## src/core/prm_pkg.sv

```systemverilog
// Constants, register map and key-sequence states for the pin remap unit.
// Assumes a 16-bit register port and byte addresses that are multiples of four.
package prm_pkg;

    // ***************************************************************
    // Sizes
    // ***************************************************************
    localparam int unsigned PIN_COUNT = 26;  // Remappable pins on this variant
    localparam int unsigned IN_COUNT  = 8;   // Remappable peripheral inputs
    localparam int unsigned SEL_W     = 5;   // Width of every selection field
    localparam int unsigned ADDR_W    = 8;
    localparam int unsigned DATA_W    = 16;

    // ***************************************************************
    // Register map, byte addresses
    // ***************************************************************
    localparam logic [7:0] IN_BASE   = 8'h00;  // One word per peripheral input
    localparam logic [7:0] OUT_BASE  = 8'h40;  // One word per pin
    localparam logic [7:0] OSC_ADDR  = 8'hc0;  // Oscillator control, key and lock
    localparam logic [7:0] STAT_ADDR = 8'hc4;  // Read-only status
    localparam logic [7:0] OUT_END   = 8'ha8;  // OUT_BASE + 4 * PIN_COUNT

    // ***************************************************************
    // Fields and reset values
    // ***************************************************************
    localparam int unsigned LOCK_BIT   = 6;    // Lock bit in oscillator control
    localparam logic [4:0]  IN_SEL_RST = 5'h1f; // Unused pin number, input tied low
    localparam logic [4:0]  OUT_FN_RST = 5'h00;
    localparam logic [7:0]  KEY_FIRST  = 8'h46;
    localparam logic [7:0]  KEY_SECOND = 8'h57;

    // ***************************************************************
    // Output function codes
    // ***************************************************************
    localparam logic [4:0] FN_PORT     = 5'h00;
    localparam logic [4:0] FN_U1_TX    = 5'h03;
    localparam logic [4:0] FN_U1_RTS   = 5'h04;
    localparam logic [4:0] FN_SPI_DO   = 5'h07;
    localparam logic [4:0] FN_SPI_CLK  = 5'h08;
    localparam logic [4:0] FN_SPI_SEL  = 5'h09;
    localparam logic [4:0] FN_CMP1     = 5'h12;
    localparam logic [4:0] FN_CMP2     = 5'h13;

    // Unlock sequence progress
    typedef enum logic [1:0] {
        KEY_IDLE  = 2'b00,
        KEY_HALF  = 2'b01,
        KEY_ARMED = 2'b10
    } prm_key_e;

endpackage

```

## src/core/prm_key_lock.sv

```systemverilog
// Write lock for the route registers, closed by a two-key sequence and, outside single-session mode, opened by one.
// Assumes osc_wr is a one-cycle strobe for a write to the oscillator control word.
`timescale 1ns/10ps
module prm_key_lock import prm_pkg::*; (
    input  wire logic       core_clk,
    input  wire logic       rst_n,
    input  wire logic       osc_wr,
    input  wire logic [7:0] osc_wdata,
    input  wire logic       single_session_lock_cfg,
    output logic            route_write_lock,
    output logic            lock_once
);

    prm_key_e   key_q;
    logic       lock_q;
    logic       once_q;
    logic       one_way_q;

    // ***************************************************************
    // Key sequence
    // ***************************************************************
    // Any write that breaks the sequence starts it over
    always_ff @(posedge core_clk) begin
        if (!rst_n) begin
            key_q <= KEY_IDLE;
        end else if (osc_wr) begin
            case (key_q)
                KEY_IDLE:  key_q <= (osc_wdata == KEY_FIRST) ? KEY_HALF : KEY_IDLE;
                KEY_HALF:  key_q <= (osc_wdata == KEY_SECOND) ? KEY_ARMED : KEY_IDLE;
                KEY_ARMED: key_q <= KEY_IDLE;   // Single operation only
                default:   key_q <= KEY_IDLE;
            endcase
        end
    end

    // Configuration level is caught while reset is held
    always_ff @(posedge core_clk) begin
        if (!rst_n) begin
            one_way_q <= single_session_lock_cfg;
        end
    end

    // ***************************************************************
    // Lock bit
    // ***************************************************************
    // The lock holds its state until the next armed write changes it
    always_ff @(posedge core_clk) begin
        if (!rst_n) begin
            lock_q <= 1'b0;
            once_q <= 1'b0;
        end else if (osc_wr && key_q == KEY_ARMED) begin
            if (osc_wdata[LOCK_BIT]) begin
                lock_q <= 1'b1;
                once_q <= 1'b1;
            end else if (!(one_way_q && once_q)) begin
                lock_q <= 1'b0;
            end
        end
    end

    assign route_write_lock = lock_q;
    assign lock_once        = once_q;

    // ***************************************************************
    // Checks
    // ***************************************************************
    a_lock_needs_key: assert property (@(posedge core_clk) disable iff (!rst_n)
        (lock_q != $past(lock_q)) |-> ($past(key_q) == KEY_ARMED && $past(osc_wr)))
        else $error("Lock changed without the key sequence");

    a_one_way_hold: assert property (@(posedge core_clk) disable iff (!rst_n)
        (one_way_q && once_q && lock_q) |=> lock_q [*3])
        else $error("Lock cleared in one-session mode");

endmodule

```

## src/core/prm_remap_unit.sv

```systemverilog
// Peripheral remap unit: input and output routing matrix with lockable registers.
// Assumes peripheral and pin signals are synchronous to core_clk.
//
// Strobed register access and the register offsets were left to the implementer.
`timescale 1ns/10ps
module prm_remap_unit import prm_pkg::*; (
    input  wire logic                 core_clk,
    input  wire logic                 rst_n,
    input  wire logic [ADDR_W-1:0]    reg_addr,
    input  wire logic [DATA_W-1:0]    reg_wdata,
    input  wire logic                 reg_wr,
    input  wire logic                 reg_rd,
    output logic      [DATA_W-1:0]    reg_rdata,
    input  wire logic                 single_session_lock_cfg,
    input  wire logic [PIN_COUNT-1:0] pin_in,
    input  wire logic [PIN_COUNT-1:0] pin_direction_regs,
    input  wire logic [PIN_COUNT-1:0] port_out,
    output logic      [PIN_COUNT-1:0] pin_out,
    output logic      [PIN_COUNT-1:0] pin_oe,
    input  wire logic                 uart1_transmit_out,
    input  wire logic                 uart1_request_to_send_out,
    input  wire logic                 spi1_serial_data_out,
    input  wire logic                 spi1_clock_out,
    input  wire logic                 spi1_select_out,
    input  wire logic                 compare_out_ch1,
    input  wire logic                 compare_out_ch2,
    output logic      [IN_COUNT-1:0]  periph_route_in,
    output logic                      cfg_mismatch_rst
);

    logic [SEL_W-1:0]  in_sel_q   [IN_COUNT];
    logic [SEL_W-1:0]  in_shd_q   [IN_COUNT];
    logic [SEL_W-1:0]  out_fn_q   [PIN_COUNT];
    logic [SEL_W-1:0]  out_shd_q  [PIN_COUNT];
    logic [DATA_W-1:0] rdata_q;
    logic [DATA_W-1:0] rdata_d;
    logic              mismatch_q;
    logic              route_write_lock;
    logic              lock_once;
    logic              osc_wr;
    logic              in_hit;
    logic              out_hit;
    logic [2:0]        in_idx;
    logic [4:0]        out_idx;
    logic [7:0]        out_off;
    logic [IN_COUNT-1:0]  in_diff;
    logic [PIN_COUNT-1:0] out_diff;
    logic [PIN_COUNT-1:0] pin_out_d;

    // ***************************************************************
    // Address decode
    // ***************************************************************
    // Word map, route fields in bits 4:0 of each 4-byte slot:
    //   IN_BASE + 4 * i   route word of peripheral input i, 0 to 7
    //   OUT_BASE + 4 * p  function word of pin p, 0 to 25
    //   OSC_ADDR          key target, lock in bit LOCK_BIT
    //   STAT_ADDR         lock, locked once, mismatch in bits 0 to 2
    // Misses and gaps decode to nothing: writes drop, reads give zero
    assign out_off = reg_addr - OUT_BASE;
    assign in_hit  = (reg_addr[7:5] == IN_BASE[7:5]) && (reg_addr[1:0] == 2'b00);
    assign out_hit = (reg_addr >= OUT_BASE) && (reg_addr < OUT_END)
                     && (reg_addr[1:0] == 2'b00);
    assign in_idx  = reg_addr[4:2];
    assign out_idx = out_off[6:2];
    assign osc_wr  = reg_wr && (reg_addr == OSC_ADDR);

    // ***************************************************************
    // Lock
    // ***************************************************************
    // Only writes to OSC_ADDR reach the key logic, so route traffic
    // between the keys never breaks a sequence
    prm_key_lock u_key_lock (
        .core_clk                (core_clk),
        .rst_n                   (rst_n),
        .osc_wr                  (osc_wr),
        .osc_wdata               (reg_wdata[7:0]),
        .single_session_lock_cfg (single_session_lock_cfg),
        .route_write_lock        (route_write_lock),
        .lock_once               (lock_once)
    );

    // ***************************************************************
    // Input routing, one field per peripheral input
    // ***************************************************************
    // The pin is read whatever its direction; software must set it as input
    for (genvar i = 0; i < IN_COUNT; i++) begin : g_in
        always_ff @(posedge core_clk) begin
            if (!rst_n) begin
                in_sel_q[i] <= IN_SEL_RST;
                in_shd_q[i] <= IN_SEL_RST;
            end else if (reg_wr && in_hit && in_idx == i[2:0] && !route_write_lock) begin
                in_sel_q[i] <= reg_wdata[SEL_W-1:0];
                in_shd_q[i] <= reg_wdata[SEL_W-1:0];
            end
        end

        // Numbers at or past PIN_COUNT have no pin and read as low
        assign periph_route_in[i] = (in_sel_q[i] < PIN_COUNT[SEL_W-1:0])
                                    ? pin_in[in_sel_q[i]] : 1'b0;
        assign in_diff[i] = (in_sel_q[i] != in_shd_q[i]);

        // Route, lock and read-back checks for this input
        a_in_route: assert property (@(posedge core_clk) disable iff (!rst_n)
            periph_route_in[i] == ((in_sel_q[i] < 5'd26) ? pin_in[in_sel_q[i]] : 1'b0))
            else $error("Peripheral input not fed from selected pin");

        a_in_locked: assert property (@(posedge core_clk) disable iff (!rst_n)
            (route_write_lock && reg_wr && in_hit && in_idx == i[2:0])
            |=> $stable(in_sel_q[i]))
            else $error("Input field changed while locked");

        a_in_write: assert property (@(posedge core_clk) disable iff (!rst_n)
            (!route_write_lock && reg_wr && in_hit && in_idx == i[2:0])
            |=> (in_sel_q[i] == $past(reg_wdata[SEL_W-1:0])))
            else $error("Unlocked input field write lost");

        a_in_hold: assert property (@(posedge core_clk) disable iff (!rst_n)
            !(reg_wr && in_hit && in_idx == i[2:0]) |=> $stable(in_sel_q[i]))
            else $error("Input field moved without a write");

        a_in_tied_low: assert property (@(posedge core_clk) disable iff (!rst_n)
            (in_sel_q[i] >= PIN_COUNT[SEL_W-1:0]) |-> !periph_route_in[i])
            else $error("Input without a pin not held low");

        a_in_read: assert property (@(posedge core_clk) disable iff (!rst_n)
            (reg_rd && in_hit && in_idx == i[2:0])
            |=> (reg_rdata == {11'h000, $past(in_sel_q[i])}))
            else $error("Input field read back wrong");
    end

    // ***************************************************************
    // Output routing, one field per pin
    // ***************************************************************
    // Kept apart from input routing so either side may move freely
    for (genvar p = 0; p < PIN_COUNT; p++) begin : g_out
        always_ff @(posedge core_clk) begin
            if (!rst_n) begin
                out_fn_q[p]  <= OUT_FN_RST;
                out_shd_q[p] <= OUT_FN_RST;
            end else if (reg_wr && out_hit && out_idx == p[4:0] && !route_write_lock) begin
                out_fn_q[p]  <= reg_wdata[SEL_W-1:0];
                out_shd_q[p] <= reg_wdata[SEL_W-1:0];
            end
        end

        // Function select; codes with no function fall back to the port
        always_comb begin
            case (out_fn_q[p])
                FN_U1_TX:   pin_out_d[p] = uart1_transmit_out;
                FN_U1_RTS:  pin_out_d[p] = uart1_request_to_send_out;
                FN_SPI_DO:  pin_out_d[p] = spi1_serial_data_out;
                FN_SPI_CLK: pin_out_d[p] = spi1_clock_out;
                FN_SPI_SEL: pin_out_d[p] = spi1_select_out;
                FN_CMP1:    pin_out_d[p] = compare_out_ch1;
                FN_CMP2:    pin_out_d[p] = compare_out_ch2;
                FN_PORT:    pin_out_d[p] = port_out[p];
                default:    pin_out_d[p] = port_out[p];
            endcase
        end

        // Direction stays with the port direction bit, 1 means input
        assign pin_oe[p]   = !pin_direction_regs[p];
        assign out_diff[p] = (out_fn_q[p] != out_shd_q[p]);

        // One check per assigned code, then the fallback, lock and read-back
        a_out_uart: assert property (@(posedge core_clk) disable iff (!rst_n)
            (out_fn_q[p] == 5'h03) |-> (pin_out[p] == uart1_transmit_out))
            else $error("Code 3 pin not driven by uart transmit");

        a_out_rts: assert property (@(posedge core_clk) disable iff (!rst_n)
            (out_fn_q[p] == 5'h04) |-> (pin_out[p] == uart1_request_to_send_out))
            else $error("Code 4 pin not driven by uart rts");

        a_out_spi_data: assert property (@(posedge core_clk) disable iff (!rst_n)
            (out_fn_q[p] == 5'h07) |-> (pin_out[p] == spi1_serial_data_out))
            else $error("Code 7 pin not driven by spi data");

        a_out_spi_clk: assert property (@(posedge core_clk) disable iff (!rst_n)
            (out_fn_q[p] == 5'h08) |-> (pin_out[p] == spi1_clock_out))
            else $error("Code 8 pin not driven by spi clock");

        a_out_spi_sel: assert property (@(posedge core_clk) disable iff (!rst_n)
            (out_fn_q[p] == 5'h09) |-> (pin_out[p] == spi1_select_out))
            else $error("Code 9 pin not driven by spi select");

        a_out_cmp1: assert property (@(posedge core_clk) disable iff (!rst_n)
            (out_fn_q[p] == 5'h12) |-> (pin_out[p] == compare_out_ch1))
            else $error("Code 18 pin not driven by compare channel 1");

        a_out_compare: assert property (@(posedge core_clk) disable iff (!rst_n)
            (out_fn_q[p] == 5'h13) |-> (pin_out[p] == compare_out_ch2))
            else $error("Code 19 pin not driven by compare channel 2");

        a_out_port_code: assert property (@(posedge core_clk) disable iff (!rst_n)
            (out_fn_q[p] == 5'h00 || out_fn_q[p] == 5'h1f) |-> (pin_out[p] == port_out[p]))
            else $error("Port code pin not driven by port logic");

        a_out_write: assert property (@(posedge core_clk) disable iff (!rst_n)
            (!route_write_lock && reg_wr && out_hit && out_idx == p[4:0])
            |=> (out_fn_q[p] == $past(reg_wdata[4:0])))
            else $error("Unlocked output field write lost");

        a_out_locked: assert property (@(posedge core_clk) disable iff (!rst_n)
            (route_write_lock && reg_wr && out_hit && out_idx == p[4:0])
            |=> $stable(out_fn_q[p]))
            else $error("Output field changed while locked");

        a_out_hold: assert property (@(posedge core_clk) disable iff (!rst_n)
            !(reg_wr && out_hit && out_idx == p[4:0]) |=> $stable(out_fn_q[p]))
            else $error("Output field moved without a write");

        a_out_read: assert property (@(posedge core_clk) disable iff (!rst_n)
            (reg_rd && out_hit && out_idx == p[4:0])
            |=> (reg_rdata == {11'h000, $past(out_fn_q[p])}))
            else $error("Output field read back wrong");
    end

    // Zero latency from peripheral to pin; a code change may glitch the pin
    // for part of a cycle, so move codes while the peripheral is idle
    assign pin_out = pin_out_d;

    // ***************************************************************
    // Shadow monitor
    // ***************************************************************
    // Catches upsets in the route cells; raises a reset request one cycle later that stands while the copies differ
    always_ff @(posedge core_clk) begin
        if (!rst_n) begin
            mismatch_q <= 1'b0;
        end else begin
            mismatch_q <= (|in_diff) || (|out_diff);
        end
    end

    assign cfg_mismatch_rst = mismatch_q;

    a_shadow_quiet: assert property (@(posedge core_clk) disable iff (!rst_n)
        (in_diff == '0 && out_diff == '0) |=> !cfg_mismatch_rst)
        else $error("Mismatch reset without a difference");

    // Both copies take the same write, so an upset that strikes both alike
    // goes unseen; that is the price of a plain copy instead of a code
    a_shadow_flag: assert property (@(posedge core_clk) disable iff (!rst_n)
        (in_diff != '0 || out_diff != '0) |=> cfg_mismatch_rst)
        else $error("Difference without a mismatch reset");

    // ***************************************************************
    // Read path
    // ***************************************************************
    // Data stand one cycle after the strobe; unmapped addresses read zero
    always_comb begin
        rdata_d = '0;
        if (in_hit) begin
            rdata_d[SEL_W-1:0] = in_sel_q[in_idx];
        end else if (out_hit) begin
            rdata_d[SEL_W-1:0] = out_fn_q[out_idx];
        end else if (reg_addr == OSC_ADDR) begin
            rdata_d[LOCK_BIT] = route_write_lock;
        end else if (reg_addr == STAT_ADDR) begin
            rdata_d[0] = route_write_lock;
            rdata_d[1] = lock_once;
            rdata_d[2] = mismatch_q;
        end
    end

    always_ff @(posedge core_clk) begin
        if (!rst_n) begin
            rdata_q <= '0;
        end else if (reg_rd) begin
            rdata_q <= rdata_d;
        end else begin
            rdata_q <= '0;
        end
    end

    assign reg_rdata = rdata_q;

    // Data are zero outside the answer cycle, so a stale word is never taken
    a_rdata_idle: assert property (@(posedge core_clk) disable iff (!rst_n)
        !reg_rd |=> (reg_rdata == '0))
        else $error("Read data stand outside the answer cycle");

    a_rdata_lock: assert property (@(posedge core_clk) disable iff (!rst_n)
        (reg_rd && reg_addr == OSC_ADDR)
        |=> (reg_rdata[LOCK_BIT] == $past(route_write_lock)))
        else $error("Lock bit read back wrong");

    a_rdata_once: assert property (@(posedge core_clk) disable iff (!rst_n)
        (reg_rd && reg_addr == STAT_ADDR)
        |=> (reg_rdata[1] == $past(lock_once)))
        else $error("Locked-once bit read back wrong");

endmodule

```

## config.mk

```make
export PLATFORM = sky130hd
export DESIGN_NAME = prm_remap_unit
export DESIGN_NICKNAME = d
export VERILOG_FILES = /design/src/core/prm_pkg.sv /design/src/core/prm_key_lock.sv /design/src/core/prm_remap_unit.sv
export SDC_FILE = /design/constraint.sdc
export NUM_CORES = 1
export LEC_CHECK = 0
export BUFFER_PORTS_ARGS = -buffer_cell sky130_fd_sc_hd__buf_2
export CAP_MARGIN = 30
export CORE_MARGIN = 3
export CORE_UTILIZATION = 60
export CTS_CLUSTER_SIZE = 24
export DETAILED_ROUTE_END_ITERATION = 12
export GPL_ROUTABILITY_DRIVEN = 0
export PLACE_DENSITY = 0.84
export SLEW_MARGIN = 30
export SYNTH_ARGS = -nofsm -noshare
export SYNTH_HDL_FRONTEND = slang
export SYNTH_HIERARCHICAL = 1
export SYNTH_SLANG_ARGS = --single-unit
```

## constraint.sdc

```tcl
create_clock -name core_clk -period 4.05 [get_ports core_clk]
set_clock_uncertainty 0.05 [all_clocks]
set_input_delay 0.81 -clock core_clk [delete_from_list [all_inputs] [get_ports core_clk]]
set_output_delay 0.81 -clock core_clk [all_outputs]
set_load 0.02 [all_outputs]
```

### Word level (Yosys, flattened, before mapping)

Memory sizes are Yosys's and may differ from the RTL's.
Cells that the tools add are included.

| storage, ports and cells | value |
|---|---|
| bits in registers | 22 |
| output and inout bits | 77 |
| input port bits | 114 |
| word-level logic and storage cells | 703 |
| memories kept | 4 |
| bits in writable memories | 340 |

| cells by class | value |
|---|---|
| add/subtract/negate cells | 1 |
| equality and inequality tests | 255 |
| order comparisons | 18 |
| bitwise operators | 71 |
| mux-type cells | 231 |
| reductions and logical operators | 115 |

Memories:

| name | depth | width | rd ports | clocked after Yosys merged registers in | wr ports | line | text |
|---|---|---|---|---|---|---|---|
| out_fn_q | 26 | 5 | 27 | 0 | 26 | prm_remap_unit.sv:33 | `logic [SEL_W-1:0] out_fn_q [PIN_COUNT];` |
| out_shd_q | 26 | 5 | 26 | 0 | 26 | prm_remap_unit.sv:34 | `logic [SEL_W-1:0] out_shd_q [PIN_COUNT];` |
| in_sel_q | 8 | 5 | 9 | 0 | 8 | prm_remap_unit.sv:31 | `logic [SEL_W-1:0] in_sel_q [IN_COUNT];` |
| in_shd_q | 8 | 5 | 8 | 0 | 8 | prm_remap_unit.sv:32 | `logic [SEL_W-1:0] in_shd_q [IN_COUNT];` |

Operator list:

| kind | count |
|---|---|
| 5-bit two-way mux | 69 |
| 5-bit equality test (second input constant) | 62 |
| 5-bit by 4-bit equality test with 1-bit output (second input constant) | 60 |
| 5-bit by 3-bit equality test with 1-bit output (second input constant) | 56 |
| 1-bit one-hot mux with 7 select lines | 26 |
| 5-bit inequality test | 34 |
| 5-bit by 2-bit equality test with 1-bit output (second input constant) | 28 |
| 1-bit two-way mux | 122 |
| 1-bit logical AND | 76 |
| 1-bit bitwise OR | 68 |
| 5-bit by 6-bit less-than comparator with 1-bit output (second input constant) | 8 |
| 1-bit binary-select mux with 5-bit select | 8 |
| 5-bit less-than comparator (second input constant) | 8 |
| 1-bit zero test | 27 |
| 26-bit OR reduction | 1 |
| 8-bit by 7-bit equality test with 1-bit output (second input constant) | 2 |
| 8-bit equality test (second input constant) | 2 |
| 3-bit equality test (second input constant) | 4 |
| 3-bit two-way mux | 3 |
| 8-bit by 7-bit greater-or-equal comparator with 1-bit output (second input constant) | 1 |
| 8-bit less-than comparator (second input constant) | 1 |
| 8-bit OR reduction | 1 |
| 7-bit subtractor (second input constant) | 1 |
| 3-bit by 2-bit equality test with 1-bit output (second input constant) | 2 |
| 14 further kinds | 21 |

### Longest topological paths before layout

Gate-level depths: netlist of the first run.

| depth | value |
|---|---|
| depth after elaboration | 10 |
| gate-level depth with buffers | 9 |
| depth with buffers taken out | 7 |

### By module

The synthesis of the first run kept the hierarchy.

Modules (own cells, without submodules):

| module | instances | area each (um^2) | seq. area each (um^2) | cells an instance |
|---|---|---|---|---|
| prm_remap_unit | 1 | 13753.2 | 5225.0 | 1321 |
| prm_key_lock | 1 | 211.5 | 110.1 | 22 |

### Least setup slack after synthesis of the first run

OpenSTA, ideal clock, no wires.

| timing | value |
|---|---|
| kind | input port to output port |
| start | input port spi1_serial_data_out |
| end | output port pin_out[1] |
| data required time | 3.190 ns |
| path slack | 1.026 ns |
| cell stages on the path | 5 |
| data arrival time | 2.164 ns |
| buffers on the path | 2 |
| path through | clkbuf_1 > clkbuf_1 > a22oi_1 > o31a_1 > o21ai_0 |

| on the way | value |
|---|---|
| word-level cells in the longest chain between the ends | 1 |

Ends and longest elaborated chain:

| element | line | text |
|---|---|---|
| start, declared | prm_remap_unit.sv:22 | `input wire logic spi1_serial_data_out,` |
| 1-bit one-hot mux with 7 select lines | prm_remap_unit.sv:148 | `case (out_fn_q[p])` |
| end, declared | prm_remap_unit.sv:18 | `output logic [PIN_COUNT-1:0] pin_out,` |

Every way passes these cells.

==> results_dict.tcl, run 1 <==
set metrics [dict create \
    dp_hpwl_mm 28.8 \
    worst_slack_ns 0.579 \
    slew_headroom_pct 37.8 \
    root_buffer "clkbuf_16" \
    fp.dieW_um 159 \
    io_buffers 171 \
    crit_path_end_kind "output port" \
    critical_path_arrival_ns 2.61 \
    cts.clk_slew.worst_paths_ns 0.07 \
    fillCellCount 1644 \
    final-hold-violation-count 0 \
    synth_seq_cells 181 \
    cp_max_fo 8 \
    rrSetupSlack_ns 1.68 \
    io_pins 191 \
    cts_resized 0 \
    vias_per_cell 7.11 \
    status "finished, final reports clean" \
    yosysSeqAreaShare_pct 38.2 \
    cts_sinks 181 \
    hold_path_depth 2 \
    post-place-ws_ns 0.768 \
    synthArstFlopShare_pct 0 \
    synth_edf_count 171 \
    setup_viol 0 \
    die_h_um 159 \
    clock_path_buffers 2 \
    area_delta_synth_final_pct 10.2 \
    drt_iter0_markers 2185 \
    drc_errors 0 \
    maxSlewViolCount 0 \
    synth_compound_area_share_pct 13.1 \
    syn_inst 1343 \
    drive_gt1_share_pct 26.2 \
    postRouteAntennaNets 0 \
    ir_worst_vdd_v 0.000281 \
    hp-start "u_key_lock/lock_once" \
    routed_wl_mm 42.7 \
    grt_pass1_vias 11700 \
    die_area_um2 25100 \
    muxShareOfSynthArea_pct 22.1 \
    post_cts_buffers 0 \
    clk_latency_ns 0.44 \
    numCtsBuffers 17 \
    final_nets 1541 \
    cp-start-kind "register" \
    power.leakage_uw 0.00584 \
    ff2ff_path_depth 4 \
    track_usage_pct 33.7 \
    cts_tree "yes" \
    synth-xor-area-share_pct 0.242 \
    vias 12500 \
    critPathKind "register to output port" \
    layout_min_cycle_time_ns 3.47 \
    placementRows 55 \
    finalSetupTns_ns 0 \
    drv_cap 0 \
    hold_path_class "register to register" \
    finalCritPeriodShare_pct 85.7 \
    grt_overflow_total 0 \
    syn_avg_cell_area_um2 10.4 \
    grt_max_degree 37 \
    rr_startpoint "u_key_lock/route_write_lock" \
    core_area_um2 22800 \
    antenna_found_initial 2 \
    synthAdderAreaFrac_pct 0 \
    ys_types 70 \
    h-tree-depth 4 \
    worstPathRequired_ns 3.19 \
    grt_pass1_wl_mm 64.7 \
    ys.flop_type "edfxtp_1" \
    synth_top_family_by_area "multiplexers" \
    synthesis.area_um2 14000 \
    fmax_mhz 288 \
    worst_pin_slew_ns 0.930 \
    postCtsHoldBufs 0 \
    synthSimpleGateAreaFrac_pct 20.8 \
    reg2reg_to "in_shd_q[0][7]" \
    wl_per_cell_um 24.4 \
    hold_path_end "u_key_lock/lock_once" \
    drtPass1Iterations 6 \
    power.density_nw_per_um2 298 \
    initial_core_util_pct 61.3 \
    rsz0062_at_grt "no" \
    yosys_warnings 6 \
]
==> cells by family (layout without fill, tap and decap cells) <==
| kind of cell | Yosys count | count (layout) |
|---|---|---|
| other | 1 | 13 |
| and+or+nand+nor | 506 | 506 |
| buffers and inverters | 181 | 268 |
| xor gates and xnor gates | 3 | 3 |
| DFF | 181 | 181 |
| AOI/OAI and AO/OA | 278 | 278 |
| muxes | 193 | 193 |
==> worst max-delay path, cell delays in order, from the launching register on <==
cell      delay [ns]
edfxtp_1        0.64
mux4_2          0.56
mux4_2          0.50
mux2_2          0.30
buf_2           0.17
==> cell type report <==
type	count	area (um2)	area share, %
tap	313	392	2.54
sequential	181	5340	34.7
clock inverter	14	150	0.975
inverter	45	169	1.10
clock buffer	18	429	2.79
antenna	2	5.00	0.0325
multi-input combinational	991	7910	51.4
timing repair buffer	191	1010	6.54
==> registers in the layout, summed over array words and instances (netlist names) <==
signal,cells
out_fn_q,130
in_shd_q,40
reg_rdata,6
u_key_lock/key_q,2
u_key_lock/lock_once,1
u_key_lock/one_way_q,1
u_key_lock/route_write_lock,1
==> cell usage after synthesis (10+ instances only) <==
cell | number | area (um2)
a21oi_1 | 52 | 260
a22oi_1 | 17 | 128
a32oi_1 | 10 | 87.6
and2_1 | 65 | 407
and3_1 | 84 | 526
buf_2 | 19 | 95.1
buf_4 | 18 | 135
clkbuf_1 | 94 | 353
dfxtp_1 | 10 | 200
edfxtp_1 | 171 | 5130
inv_1 | 44 | 165
mux2_2 | 44 | 495
mux2i_1 | 61 | 611
mux4_2 | 88 | 1980
nand2_1 | 66 | 248
nand3_1 | 20 | 100
nand3b_1 | 18 | 135
nand4b_1 | 12 | 105
nor2_1 | 85 | 319
nor2b_1 | 17 | 106
nor3_1 | 21 | 105
nor3b_1 | 18 | 135
o211ai_1 | 10 | 75.1
o21ai_0 | 80 | 400
o22ai_1 | 13 | 81.3
o32ai_1 | 11 | 96.3
or3_1 | 45 | 282
==> layout by cell type, fill, tap and decap left out, drive strengths merged, types with 18 or more instances in the layout <==
cell type	n
and2	65
mux2	44
edfxtp	171
nand3b	18
inv	50
nor2	90
nand2	67
buf	191
a21oi	52
nand3	20
nor3b	19
o21ai	82
mux2i	61
clkbuf	18
or3	45
mux4	88
and3	84
nor3	23
==> layer usage <==
layer / wire (um) / share of wire (%) / global-route usage (%)
met5: 0 / 0 / 0
met4: 2300 / 5.4 / 16.5
met3: 6070 / 14 / 9.57
met2: 20200 / 47 / 53.9
met1: 14200 / 33 / 42.2
==> through the flow <==
step | hold WS, ns | total power, uW | instances | utilization [%] | instance area, um2
detailed placement | 0.464 | 2930 | 1721 | 65.0 | 14800
global route | 0.495 | 4710 | 1755 | 67.6 | 15400
global placement | 0.444 | 2900 | 1721 | 65.0 | 14800
CTS | 0.476 | 4560 | 1753 | 67.5 | 15400
finish | 0.475 | 4590 | 1755 | 67.6 | 15400
floorplan | 0.386 | 2660 | 1353 | - | 14000
==> power by group <==
part	leakage, uW	switching [uW]	total [uW]	internal, uW
clock network	0.000285	754	1670	917
logic	0.00384	447	736	289
registers	0.00171	88.4	2180	2090
total	0.00584	1290	4590	3300
==> how the worst max path moves through the flow <==
stage	cells after the start	slack, ns	to	startpoint
2_1_floorplan	5	1.03	pin_out[1]	spi1_serial_data_out
3_3_place_gp	6	0.79	pin_out[14]	compare_out_ch2
3_5_place_dp	6	0.77	pin_out[14]	compare_out_ch2
4_1_cts	4	0.55	periph_route_in[6]	in_shd_q[1][10]
5_1_grt	4	0.48	periph_route_in[7]	in_shd_q[1][15]
6_report	4	0.58	periph_route_in[6]	in_shd_q[1][10]
(Power assumes the default switching activity.)
==> run 2, diff against run 1 <==
CAP_MARGIN = 20   (was 30)
PLACE_DENSITY = 0.91   (was 0.84)
==> run 2 against run 1 <==
Compared with the run above: critical path depth stayed put; combinational power hardly changed; clock power fell by 3%; via count up 3.3%; cell area is 0.11% lower; flip-flop and latch count unchanged; sequential power is essentially flat; final cell count stayed put; die area unchanged; utilization shrank 0.071 points; routed wire length is 2.5% higher; non-clock buffer count shrank 1.
==> results_dict.tcl, run 2 (synthesized netlist as in run 1, its figures left out) <==
set metrics [dict create \
    cp_max_fo 8 \
    clock_path_buffers 2 \
    area_delta_synth_final_pct 10.1 \
    hold_path_class "register to register" \
    rsz0062_at_grt "no" \
    io_buffers 171 \
    finalCritPeriodShare_pct 86.2 \
    clk_latency_ns 0.45 \
    drc_errors 0 \
    fp.dieW_um 159 \
    crit_path_end_kind "output port" \
    worst_pin_slew_ns 0.909 \
    vias 12900 \
    cts_tree "yes" \
    grt_pass1_vias 12000 \
    setup_viol 0 \
    power.leakage_uw 0.00583 \
    critical_path_arrival_ns 2.63 \
    finalSetupTns_ns 0 \
    status "finished, final reports clean" \
    io_pins 191 \
    root_buffer "clkbuf_16" \
    critPathKind "register to output port" \
    die_area_um2 25100 \
    largest_register "out_fn_q" \
    post_cts_buffers 0 \
    track_usage_pct 33.8 \
    cts_sinks 181 \
    vias_per_cell 7.34 \
    final-hold-violation-count 0 \
    drtPass1Iterations 6 \
    power.density_nw_per_um2 295 \
    ir_worst_vdd_v 0.000312 \
    largest_register_ffs 130 \
    h-tree-depth 4 \
    placementRows 55 \
    drv_cap 0 \
    initial_core_util_pct 61.3 \
    drt_iter0_markers 2382 \
    postRouteAntennaNets 0 \
    dp_hpwl_mm 29.3 \
    die_h_um 159 \
    layout_min_cycle_time_ns 3.49 \
    numCtsBuffers 17 \
    grt_pass1_wl_mm 65.1 \
    routed_wl_mm 43.8 \
    slew_headroom_pct 38.8 \
    final_design_area_no_fill_um2 15400 \
    final_cell_mix "171 x edfxtp_1, 171 x buf_2, 88 x mux4_2" \
    postCtsHoldBufs 0 \
    worstPathRequired_ns 3.19 \
    cts.clk_slew.worst_paths_ns 0.07 \
    grt_overflow_total 0 \
    core_area_um2 22800 \
    cp-start-kind "register" \
    placed_cell_area_um2 14800 \
    drive_gt1_share_pct 26.3 \
    maxSlewViolCount 0 \
    fmax_mhz 287 \
    grt_max_degree 43 \
    wl_per_cell_um 25.0 \
    cts_resized 0 \
    antenna_found_initial 3 \
    final_nets 1540 \
]
run 2: cell count changes in the layout (fill, tap and decap cells not counted):
cell | previous run | this run
diode_2 | 2 | 3
clkbuf_1 | 1 | 0
clkinv_4 | 2 | 3
bufinv_16 | 2 | 1
clkinv_1 | 1 | 0
inv_6 | 4 | 6
buf_4 | 20 | 19
run 2: worst max-delay path, stage by stage (launching register included):
cell and delay (ns):
edfxtp_1 0.66, mux4_2 0.57, mux4_2 0.47, mux2_2 0.31
buf_2 0.17
run 2: final timing paths:
kind	to	cells after the start	from	slack [ns]
max reg2reg	out_fn_q[13][2]	4	u_key_lock/route_write_lock	1.70
max	periph_route_in[0]	4	in_shd_q[0][0]	0.56
min reg2reg	u_key_lock/lock_once	2	u_key_lock/lock_once	0.42
min	u_key_lock/lock_once	2	u_key_lock/lock_once	0.42
run 2: routing by layer:
| metal | wire length, um | track usage [%] | part of all wire, % | vias to the layer above |
|---|---|---|---|---|
| met3 | 6560 | 8.10 | 15 | 293 |
| met5 | 0 | 0 | 0 | - |
| li1 | - | - | - | 5358 |
| met2 | 20600 | 54.1 | 47 | 1301 |
| met4 | 2570 | 18.2 | 5.9 | 0 |
| met1 | 14100 | 42.7 | 32 | 5938 |
run 2: stage by stage:
stage | power, uW | setup slack, ns | hold WS (ns) | instances | utilization (%)
CTS | 4490 | 0.564 | 0.416 | 1752 | 67.4
global route | 4650 | 0.453 | 0.444 | 1755 | 67.5
finish | 4540 | 0.560 | 0.422 | 1755 | 67.5
detailed placement | 2920 | 0.675 | 0.405 | 1720 | 65.0
global placement | 2890 | 0.728 | 0.406 | 1720 | 64.9
floorplan | 2660 | 1.03 | 0.386 | 1353 | -
run 2: where the power goes:
group / switching (uW) / internal (uW)
clock: 760 / 861
combinational: 450 / 288
sequential: 89.8 / 2090
run 2: cell type report:
type / instances / area [um2]
multi-input combinational: 991 / 7910
fill: 1605 / 7400
sequential: 181 / 5340
timing repair buffer: 190 / 998
clock buffer: 17 / 425
tap: 313 / 392
inverter: 45 / 169
clock inverter: 15 / 143
antenna: 3 / 7.51
